<file path="config.mk">
export PLATFORM = sky130hd
export DESIGN_NAME = buck_boost_clamp_control
export DESIGN_NICKNAME = d
export VERILOG_FILES = /design/src/rtl/buck_boost_clamp_control.v /design/src/rtl/channel_level_store.v
export VERILOG_INCLUDE_DIRS = /design/src /design/src/rtl
export SDC_FILE = /design/constraint.sdc
export NUM_CORES = 1
export LEC_CHECK = 0
export BUFFER_PORTS_ARGS = -buffer_cell sky130_fd_sc_hd__buf_4
export CAP_MARGIN = 20
export CORE_MARGIN = 2
export CORE_UTILIZATION = 40
export CTS_BUF_LIST = sky130_fd_sc_hd__clkbuf_8 sky130_fd_sc_hd__clkbuf_16
export DETAILED_ROUTE_END_ITERATION = 6
export PLACE_DENSITY = 0.63
export SYNTH_ARGS = -nofsm -noshare
export SYNTH_HDL_FRONTEND = slang
export SYNTH_SLANG_ARGS = --single-unit
</file>
<file path="constraint.sdc">
create_clock -name mclk -period 2.65 [get_ports mclk]
set_clock_uncertainty 0.05 [all_clocks]
set_input_delay 0.1325 -clock mclk [delete_from_list [all_inputs] [get_ports mclk]]
set_output_delay 0.1325 -clock mclk [all_outputs]
set_load 0.02 [all_outputs]
</file>
<file path="src/rtl/buck_boost_clamp_regs.vh">
`ifndef BUCK_BOOST_CLAMP_REGS_VH
`define BUCK_BOOST_CLAMP_REGS_VH
// clamp mode codes
`define CLAMP_MODE_TRACK 2'h0
`define CLAMP_MODE_FIXED 2'h1
`define CLAMP_MODE_LEARN 2'h2
`define CLAMP_MODE_SPARE 2'h3
// arm enable bit positions within the 2-bit arm write data
`define ARM_POS_BIT 0
`define ARM_NEG_BIT 1
// reset values
`define CLAMP_MODE_RESET 2'h0
`define FLOOR_LEVEL_RESET 4'h0
// rail figures in tenths of a volt
`define RAIL_TRACK_FLOOR_DV 10'h028
`define RAIL_VOUT_DV 10'h096
`define RAIL_MAX_DV 10'h140
`define RAIL_MAX_LIMITED_DV 10'h104
`define RAIL_STEP_DV 10'h014
// current range code for bipolar output
`define RANGE_BIPOLAR 3'h7
// learn settle time in ns and cycles at 50 MHz
`define LEARN_SETTLE_NS 1000
`define CLK_PERIOD_NS 20
`define LEARN_SETTLE_CYC ((`LEARN_SETTLE_NS + `CLK_PERIOD_NS - 1) / `CLK_PERIOD_NS)
`endif

</file>
<file path="src/rtl/buck_boost_clamp_control.v">
`timescale 1ns/10ps
`default_nettype none
`include "buck_boost_clamp_regs.vh"

// Summary of operation
// - host selects any subset of converters
// - positive and negative arms enabled separately
// - disabled negative arm ties rail to ground
// - voltage mode targets fixed symmetric 15 V rails outside fixed clamp mode
// - current mode negative rail follows range setting
// - reset mode is full tracking, 4 V floor
// - fixed mode floors come from level fields
// - learn mode senses load, fixes floor
// - learned level stored; done flag set in the same cycle unless a mode write hits that channel
// - positive level read-only while learning
// - rewriting learn mode restarts sensing
// - max rail 32 V, limit bit gives 26 V
// - limit bit applies to selected channels
// - alarm when positive rail hits maximum
// - learn done flags stay until host writes one; rail max alarm follows the rail each cycle
module buck_boost_clamp_control (
  input wire mclk, // 50 MHz clock
  input wire rst_b, // synchronous reset, active low
  input wire ce, // clock enable
  input wire conv_sel_we, // write strobe, converter select
  input wire [3:0] conv_sel_wdata, // converter select bits
  input wire arm_we, // write strobe, arm and clamp levels
  input wire [3:0] arm_chan_sel, // channels this arm write applies to
  input wire [1:0] arm_wdata, // bit0 positive, bit1 negative arm
  input wire [3:0] pos_floor_wdata, // positive rail floor level
  input wire [3:0] neg_floor_wdata, // negative rail floor level
  input wire mode_we, // write strobe, clamp mode
  input wire [3:0] mode_chan_sel, // channels this mode write applies to
  input wire [1:0] mode_wdata, // clamp mode value
  input wire limit_we, // write strobe, high side limit
  input wire [3:0] limit_chan_sel, // channel selection field
  input wire limit_wdata, // high side limit value
  input wire [3:0] current_mode, // per channel: 1 current, 0 voltage
  input wire [11:0] range_code, // 3-bit output range per channel
  input wire [3:0] load_sense_done, // per channel sensing complete
  input wire [15:0] load_sense_level, // 4-bit learned level per channel
  input wire [39:0] rail_feedback_dv, // 10-bit positive rail per channel
  input wire status_clr_we, // write strobe, status clear
  input wire [3:0] status_clr_data, // one clears learn flag per channel
  output reg [3:0] conv_selected, // converter select readback
  output reg [3:0] pos_arm_enable, // positive arm enables
  output reg [3:0] neg_arm_enable, // negative arm enables
  output reg [3:0] neg_rail_to_ground, // negative rail tied to ground
  output reg [7:0] clamp_mode_select, // 2 bits per channel
  output reg [15:0] positive_rail_floor_level, // 4 bits per channel
  output reg [15:0] negative_rail_floor_level, // 4 bits per channel
  output reg [3:0] high_side_limit_select, // per channel limit bit
  output reg [39:0] pos_rail_target_dv, // positive floor, tenths of V
  output reg [39:0] neg_rail_target_dv, // negative magnitude, tenths
  output reg [39:0] pos_rail_max_dv, // positive ceiling, tenths of V
  output reg [3:0] load_sense_start, // one-cycle start of sensing
  output reg [3:0] learn_done_flag, // sticky learn complete status
  output reg [3:0] rail_max_alarm // positive rail at its maximum
);
  localparam [2:0] ST_IDLE = 3'h1;
  localparam [2:0] ST_SETTLE = 3'h2;
  localparam [2:0] ST_SENSE = 3'h4;
  localparam integer SETTLE_INT = `LEARN_SETTLE_CYC;
  localparam [5:0] SETTLE_CYC = SETTLE_INT[5:0];

  reg [2:0] state [0:3];
  reg [5:0] settle_cnt [0:3];
  reg [3:0] mem_we_hold;
  reg [1:0] mem_waddr;
  reg [3:0] mem_wdata;
  reg [1:0] mem_raddr;
  wire [3:0] mem_rdata;
  integer i;
  integer j;
  integer k;

  // effective mode: spare code folds into tracking
  function [1:0] eff_mode;
    input [1:0] m;
    begin
      if (m == `CLAMP_MODE_SPARE) begin
        eff_mode = `CLAMP_MODE_TRACK;
      end else begin
        eff_mode = m;
      end
    end
  endfunction

  // floor level to tenths of a volt
  function [9:0] level_dv;
    input [3:0] lvl;
    begin
      level_dv = `RAIL_TRACK_FLOOR_DV + {6'h0, lvl} * `RAIL_STEP_DV;
    end
  endfunction

  // copy of last learned level per channel, lowest channel only when several finish together; read port fixed on channel 0, rdata unused
  channel_level_store u_learn_store (
    .mclk(mclk),
    .ce(ce),
    .we(|mem_we_hold),
    .waddr(mem_waddr),
    .wdata(mem_wdata),
    .raddr(mem_raddr),
    .rdata(mem_rdata)
  );

  // pick the lowest channel finishing learn this cycle for the store
  always @* begin
    mem_we_hold = 4'h0;
    mem_waddr = 2'h0;
    mem_wdata = 4'h0;
    mem_raddr = 2'h0;
    for (j = 3; j >= 0; j = j - 1) begin
      if (state[j] == ST_SENSE && load_sense_done[j]) begin
        mem_we_hold = 4'h1;
        mem_waddr = j[1:0];
        mem_wdata = load_sense_level[j*4 +: 4];
      end
    end
  end

  // configuration registers and learn sequencing
  always @(posedge mclk) begin
    if (!rst_b) begin
      conv_selected <= 4'h0;
      pos_arm_enable <= 4'h0;
      neg_arm_enable <= 4'h0;
      clamp_mode_select <= {4{`CLAMP_MODE_RESET}};
      positive_rail_floor_level <= {4{`FLOOR_LEVEL_RESET}};
      negative_rail_floor_level <= {4{`FLOOR_LEVEL_RESET}};
      high_side_limit_select <= 4'h0;
      load_sense_start <= 4'h0;
      learn_done_flag <= 4'h0;
      for (i = 0; i < 4; i = i + 1) begin
        state[i] <= ST_IDLE;
        settle_cnt[i] <= 6'h0;
      end
    end else if (ce) begin
      if (conv_sel_we) begin
        conv_selected <= conv_sel_wdata;
      end
      load_sense_start <= 4'h0;
      for (i = 0; i < 4; i = i + 1) begin
        if (arm_we && arm_chan_sel[i]) begin
          pos_arm_enable[i] <= arm_wdata[`ARM_POS_BIT];
          neg_arm_enable[i] <= arm_wdata[`ARM_NEG_BIT];
          negative_rail_floor_level[i*4 +: 4] <= neg_floor_wdata;
          if (eff_mode(clamp_mode_select[i*2 +: 2]) !=
              `CLAMP_MODE_LEARN) begin
            positive_rail_floor_level[i*4 +: 4] <= pos_floor_wdata;
          end
        end
        if (limit_we && limit_chan_sel[i]) begin
          high_side_limit_select[i] <= limit_wdata;
        end
        // learn sequence per channel
        case (state[i])
          ST_IDLE: begin
          end
          ST_SETTLE: begin
            if (settle_cnt[i] == 6'h0) begin
              load_sense_start[i] <= 1'b1;
              state[i] <= ST_SENSE;
            end else begin
              settle_cnt[i] <= settle_cnt[i] - 6'h1;
            end
          end
          ST_SENSE: begin
            if (load_sense_done[i]) begin
              positive_rail_floor_level[i*4 +: 4] <=
                load_sense_level[i*4 +: 4];
              state[i] <= ST_IDLE;
            end
          end
          default: begin
            state[i] <= ST_IDLE;
          end
        endcase
        if (mode_we && mode_chan_sel[i]) begin
          clamp_mode_select[i*2 +: 2] <= mode_wdata;
          if (mode_wdata == `CLAMP_MODE_LEARN) begin
            state[i] <= ST_SETTLE;
            settle_cnt[i] <= SETTLE_CYC - 6'h1;
          end else begin
            state[i] <= ST_IDLE;
          end
        end
        if (state[i] == ST_SENSE && load_sense_done[i] &&
            !(mode_we && mode_chan_sel[i])) begin
          learn_done_flag[i] <= 1'b1;
        end else if (status_clr_we && status_clr_data[i]) begin
          learn_done_flag[i] <= 1'b0;
        end
      end
    end
  end

  // rail targets, ceilings, ground tie and alarm
  always @(posedge mclk) begin
    if (!rst_b) begin
      neg_rail_to_ground <= 4'hf;
      pos_rail_target_dv <= 40'h0;
      neg_rail_target_dv <= 40'h0;
      pos_rail_max_dv <= {4{`RAIL_MAX_DV}};
      rail_max_alarm <= 4'h0;
    end else if (ce) begin
      for (k = 0; k < 4; k = k + 1) begin
        neg_rail_to_ground[k] <= !(conv_selected[k] && neg_arm_enable[k]);
        pos_rail_max_dv[k*10 +: 10] <= high_side_limit_select[k] ?
          `RAIL_MAX_LIMITED_DV : `RAIL_MAX_DV;
        rail_max_alarm[k] <= conv_selected[k] && pos_arm_enable[k] &&
          (rail_feedback_dv[k*10 +: 10] >= pos_rail_max_dv[k*10 +: 10]);
        // voltage output ignores tracking: only the fixed clamp overrides
        if (!(conv_selected[k] && pos_arm_enable[k])) begin
          pos_rail_target_dv[k*10 +: 10] <= 10'h0;
        end else if (!current_mode[k]) begin
          pos_rail_target_dv[k*10 +: 10] <=
            (clamp_mode_select[k*2 +: 2] == `CLAMP_MODE_FIXED) ?
            level_dv(positive_rail_floor_level[k*4 +: 4]) : `RAIL_VOUT_DV;
        end else if (eff_mode(clamp_mode_select[k*2 +: 2]) ==
                     `CLAMP_MODE_TRACK) begin
          pos_rail_target_dv[k*10 +: 10] <= `RAIL_TRACK_FLOOR_DV;
        end else begin
          pos_rail_target_dv[k*10 +: 10] <=
            level_dv(positive_rail_floor_level[k*4 +: 4]);
        end
        if (!(conv_selected[k] && neg_arm_enable[k])) begin
          neg_rail_target_dv[k*10 +: 10] <= 10'h0;
        end else if (current_mode[k]) begin
          neg_rail_target_dv[k*10 +: 10] <=
            (range_code[k*3 +: 3] == `RANGE_BIPOLAR) ?
            `RAIL_TRACK_FLOOR_DV : 10'h0;
        end else if (clamp_mode_select[k*2 +: 2] == `CLAMP_MODE_FIXED) begin
          neg_rail_target_dv[k*10 +: 10] <=
            level_dv(negative_rail_floor_level[k*4 +: 4]);
        end else begin
          neg_rail_target_dv[k*10 +: 10] <= `RAIL_VOUT_DV;
        end
      end
    end
  end
endmodule
`default_nettype wire

</file>
<file path="src/rtl/channel_level_store.v">
`timescale 1ns/10ps
`default_nettype none
// small per-channel store of 4-bit levels, registered read port
module channel_level_store (
  input wire mclk, // clock
  input wire ce, // clock enable
  input wire we, // write strobe
  input wire [1:0] waddr, // write channel
  input wire [3:0] wdata, // write level
  input wire [1:0] raddr, // read channel
  output reg [3:0] rdata // registered read level
);
  reg [3:0] mem [0:3];

  // write and registered read
  always @(posedge mclk) begin
    if (ce) begin
      if (we) begin
        mem[waddr] <= wdata;
      end
      rdata <= mem[raddr];
    end
  end
endmodule
`default_nettype wire
</file>
; Word level (Yosys, flattened, before mapping)
; Memory sizes are Yosys's and may differ from the RTL's.
; Cells that the tools add are included.
[op_classes]
order_cmp = 4
n_mux = 231
bitwise = 28
mul = 8
eq_ne = 29
addsub = 12
reduce_logical = 77
[op_table]
columns = operator, n
row1 = 10-bit 2-to-1 mux, 28
row2 = 1-bit 2-to-1 mux, 119
row3 = "6-bit by 9-bit adder with 10-bit output, first input constant", 8
row4 = 6-bit 2-to-1 mux, 12
row5 = 2-bit 2-to-1 mux, 32
row6 = 4-bit 2-to-1 mux, 16
row7 = 3-bit 2-to-1 mux, 20
row8 = "4-bit by 3-bit multiplier with 7-bit output, second input constant", 8
row9 = 10-bit >= comparator, 4
row10 = 1-bit logical AND, 36
row11 = 2-bit AND reduction, 17
row12 = 7-bit 2-to-1 mux, 4
row13 = 1-bit bitwise OR, 28
row14 = "3-bit == test, second input constant", 8
row15 = 6-bit zero test, 4
row16 = "6-bit by 1-bit subtractor with 6-bit output, second input constant", 4
row17 = "3-bit by 1-bit == test with 1-bit output, second input constant", 4
row18 = "3-bit by 2-bit == test with 1-bit output, second input constant", 4
row19 = 3-bit OR reduction, 4
row20 = "2-bit == test, second input constant", 5
row21 = "2-bit by 1-bit == test with 1-bit output, second input constant", 4
row22 = 1-bit zero test, 8
row23 = 2-bit zero test, 4
row24 = "2-bit != test, second input constant", 4
row25 = 2-bit nonzero test, 4
[word_totals]
elab_cells = 423
mem_count = 2
output_inout_bits = 192
in_bits = 117
ff_bits = 192
ram_bits = 36
[memory_table]
columns = memory, words, word_bits, rd, rd_clocked_by_memory_dff, wr, line
row1 = settle_cnt, 4, 6, 4, 0, 4, buck_boost_clamp_control.v:67  ; reg [5:0] settle_cnt [0:3];
row2 = state, 4, 3, 4, 0, 4, buck_boost_clamp_control.v:66  ; reg [2:0] state [0:3];

; Logic depth before layout (Yosys ltp)
; An unclocked memory read counts as a cell.
[depth]
ltp_word = 12
ltp_mapped = 8
mapped_depth_nobuf = 8

; Worst setup path before layout
; Ideal clock, no wire load.
[synth_timing]
path_type = register -> register
startpoint = register positive_rail_floor_level[5]
endpoint = register pos_rail_target_dv[17]
period_less_slack_ns = 2.299
required_ns = 2.472
setup_time_ns = 0.128
path_stages_with_launch = 9
arrival_ns = 2.121
path_slack_ns = 0.351
path_buffers = 0
path_cell_list = dfxtp_1 > ha_1 > ha_1 > inv_1 > fa_1 > o21bai_1 > xor2_1 > a221oi_1 > nor2_1
[synth_via]
elab_chain_len = 5
word_cells_on_any_way = 6
cone_classes = add/sub: 1 / mul: 1 / mux: 4
[synth_rtl]
columns = item, line
row1 = start: declaration, buck_boost_clamp_control.v:50  ; output reg [15:0] positive_rail_floor_level,
row2 = start signal: assignment, buck_boost_clamp_control.v:130  ; positive_rail_floor_level <= {4{`FLOOR_LEVEL_RESET}};
row3 = start signal: indexed assignment, buck_boost_clamp_control.v:151  ; positive_rail_floor_level[i*4 +: 4] <= pos_floor_wdata;
row4 = start signal: indexed assignment, buck_boost_clamp_control.v:171  ; positive_rail_floor_level[i*4 +: 4] <=
row5 = 4-bit by 3-bit multiplier with 7-bit output (no source line) (*), n/a
row6 = 6-bit by 9-bit adder with 10-bit output (no source line) (*), n/a
row7 = 10-bit 2-to-1 mux (on tied branches), n/a
row8 = 10-bit 2-to-1 mux (*), buck_boost_clamp_control.v:217  ; end else if (!current_mode[k]) begin
row9 = 10-bit 2-to-1 mux (*), buck_boost_clamp_control.v:215  ; if (!(conv_selected[k] && pos_arm_enable[k])) begin
row10 = end signal: indexed assignment, buck_boost_clamp_control.v:218  ; pos_rail_target_dv[k*10 +: 10] <=
row11 = end signal: indexed assignment, buck_boost_clamp_control.v:223  ; pos_rail_target_dv[k*10 +: 10] <= `RAIL_TRACK_FLOOR_DV;
row12 = end signal: indexed assignment, buck_boost_clamp_control.v:225  ; pos_rail_target_dv[k*10 +: 10] <=
row13 = end: declaration, buck_boost_clamp_control.v:53  ; output reg [39:0] pos_rail_target_dv,
; Every way passes the cells marked *; elsewhere a longest branch is shown, timed or not.
; A chain may end at the register's enable or synchronous reset.

; Final worst setup path
; Same ends and word-level chain as after synthesis.

==> results.toml <==
[sta]
maxSlewHeadroom_pct = 54.14
worst_slack_ns = 0.3426
hold_viol = 0
tightest_slew_ns = 0.6826
period_needed_ns = 2.307
slew_viol_final = 0
tns_ns = 0
finalSetupViolCount = 0
max_freq_mhz = 433.4
finalCritPeriodShare_pct = 87.07
rsz0062_at_grt = "false"

[grt]
gr-total-overflow = 0
grt_first_pass_wirelength_mm = 45.55
antenna_found_initial = 0
grt_use_total_pct = 22.44
grt_max_degree = 43
grt_pass1_vias = 8505

[drt]
firstDrtPassIters = 5
postRouteAntennaNets = 0
vias = 8814
drc = 0
drt_iter0_markers = 483
drt-vias-per-instance = 5.074
routed_wl_mm = 29.25
wire_per_inst_um = 16.84

[layout]
seqCellArea_sq_mm = 0.004124
nNetsFinal = 1589
drive_gt1_share_pct = 23.57
fill_cells = 2276
multi_input_area_sq_mm = 0.005245
syn2layout_area_growth_pct = 32.48
diodes = 0

[worst_setup_path]
startpoint = "positive_rail_floor_level[5]"
cp-end-kind = "register"
critPathLaunchType = "register"
crit_chain = "ha_1, ha_1, inv_1, fa_1, o21bai_1, xor2_1, a221oi_1, nor2_1"
critPathSlowestCell = "fa_1"
rr_endpoint = "pos_rail_target_dv[17]"
critPathBufInv = 1
critical_path.max_fanout = 6
cp_top_family = "adder cells"
crit_top_cell = "ha_1"
r2r-start = "positive_rail_floor_level[5]"
slowest_delay_ns = 0.45
rr_worst_depth = 8
rrSetupSlack_ns = 0.34
crit_type = "register to register"
cp.arrival_ns = 2.57
critPathRequiredTime_ns = 2.91

[yosys]
synth_area_per_cell_sq_um = 9.017
synth-async-reset-ratio_pct = 0
synthCells = 1098
yosys_warnings = 0
synth_area_sq_mm = 0.009901
synthFlopType = "dfxtp_1"
synth-edff-count = 36
synth.ff_latch_count = 188
ys_types = 67
yosysSeqAreaShare_pct = 41.65

[clocking]
clock_latency_ns = 0.43
cts-resized-gates = 0
cts_buffer_depth = 2
cts_num_sinks = 188
post-cts-setup-buffers = 0
clock-root-buffer = "clkbuf_16"
htreeDepth = 4
cts_buffers = 17
tritoncts = "built"
clk_pin_slew_ns = 0.07
cts-hold-fix-buffers = 39

[floorplanning]
die_area_sq_mm = 0.02603
fp.dieH_um = 161.3
die_x_um = 161.3
core-area_sq_mm = 0.02432
io_pins = 309
initial_core_util_pct = 40.71
rows = 57

[power_and_ir_drop]
ir_worst_vdd_mv = 0.3464
p_leak_nw = 6.022
powerDensity_mw_per_mm2 = 493.8
power_mw = 6.477

[worst_hold_path]
min_path_type = "primary input to register"
hold_depth = 3
hold_start = "current_mode[0]"
min_to = "neg_rail_target_dv[3]"

[placement]
place_hpwl_mm = 23.01
pre_cts_ws_ns = 0.3668
gp_congestion = 0.8808
port_buffers = 268

[run_status]
status = "finished clean"

[run]
cap_violations = 0
routing by layer:
layer / global-route usage (%) / share of wire [%]
met2: 38.27 / 48
met1: 28.12 / 43
met3: 4.622 / 5.4
met4: 8.076 / 2.9
met5: 0 / 0
flip-flops by register name (all words and copies together) (netlist names), 8 cells and up:
| name | flops |
|---|---|
| pos_rail_max_dv | 8 |
| clamp_mode_select | 8 |
| positive_rail_floor_level | 16 |
| negative_rail_floor_level | 16 |
| state | 12 |
| settle_cnt | 24 |
| pos_rail_target_dv | 36 |
| neg_rail_target_dv | 36 |
tightest hold or removal path, stage by stage:
cell and delay, ns:
buf_4 0.14, a21oi_1 0.05, o21ai_0 0.14
how the worst max path moves through the flow:
stage                                        end  slack, ns  cells after the start
after floorplan           pos_rail_target_dv[17]       0.35                      8
after global placement    pos_rail_target_dv[17]       0.42                      8
after detailed placement  pos_rail_target_dv[17]       0.37                      8
after CTS                 pos_rail_target_dv[17]       0.35                      8
after global routing      neg_rail_target_dv[17]       0.19                      8
final                     pos_rail_target_dv[17]       0.34                      8
Yosys cell counts (6+ instances only):
cell type / number / share of area, %
a21o_1: 11 / 0.83
a21oi_1: 49 / 2.5
a22o_1: 13 / 1.2
and3_1: 8 / 0.51
buf_2: 11 / 0.56
buf_4: 40 / 3.0
clkbuf_1: 20 / 0.76
dfxtp_1: 152 / 31
edfxtp_1: 36 / 11
fa_1: 8 / 1.6
ha_1: 64 / 8.1
inv_1: 62 / 2.4
mux2i_1: 35 / 3.5
nand2_1: 122 / 4.6
nand2b_1: 20 / 1.3
nand3_1: 41 / 2.1
nand4_1: 10 / 0.63
nor2_1: 102 / 3.9
nor2b_1: 7 / 0.44
nor3_1: 24 / 1.2
nor4_1: 10 / 0.63
o21ai_0: 80 / 4.0
o21bai_1: 8 / 0.61
or3_1: 6 / 0.38
xnor2_1: 31 / 2.7
xor2_1: 27 / 2.4
per-stage QoR:
step	util (%)	std cells	hold slack [ns]	cell area, sq um
finish	53.93	1737	0.01265	13120
global route	53.93	1737	0.003532	13120
CTS	53.93	1737	0.001469	13120
detailed placement	49.89	1666	0.3137	12130
global placement	49.89	1666	0.3037	12130
floorplan	-	1136	0.2135	10040
layout make-up:
type                       instances  area share (%)
clock buffer                      19           3.539
clock inverter                    13          0.9825
inverter                          63           1.803
multi-input combinational        810           39.99
sequential                       188           31.44
tap                              324           3.091
timing repair buffer             320           19.15
placed cells by master (no fill, tap or decap), types with 6 or more instances in the layout:
master and n:
o21bai_1 8, nand4_1 10, or3_1 6, buf_4 280, xnor2_1 31, a22o_1 13, nand2_1 122, nand3_1 41
xor2_1 27, nor4_1 10, and3_1 8, edfxtp_1 36, inv_1 62, nor2_1 101, a21oi_1 49, nor3_1 24
ha_1 64, conb_1 40, mux2i_1 35, dlygate4sd3_1 39, nand2b_1 20, o21ai_0 80, clkbuf_16 18, dfxtp_1 152
a21o_1 11, fa_1 8, nor2b_1 7
cells by family after synthesis:
group           Yosys count  synth area share [%]
simple gates            394                 19.61
fa+ha+maj                72                 9.706
xor+xnor                 58                 5.131
compound gates          211                 13.40
mux                      35                 3.539
other cells               2               0.07585
buf+inv                 138                 6.887
flops                   188                 41.65
where the power goes:
| part | total (mW) | leakage, nW | switching [mW] | internal, mW |
|---|---|---|---|---|
| Combinational | 0.841 | 4.14 | 0.471 | 0.369 |
| Clock | 2.59 | 0.292 | 1.19 | 1.40 |
| Sequential | 3.05 | 1.59 | 0.0732 | 2.97 |
| Total | 6.48 | 6.02 | 1.73 | 4.75 |
Note: power is estimated with default switching activity, not from simulation.
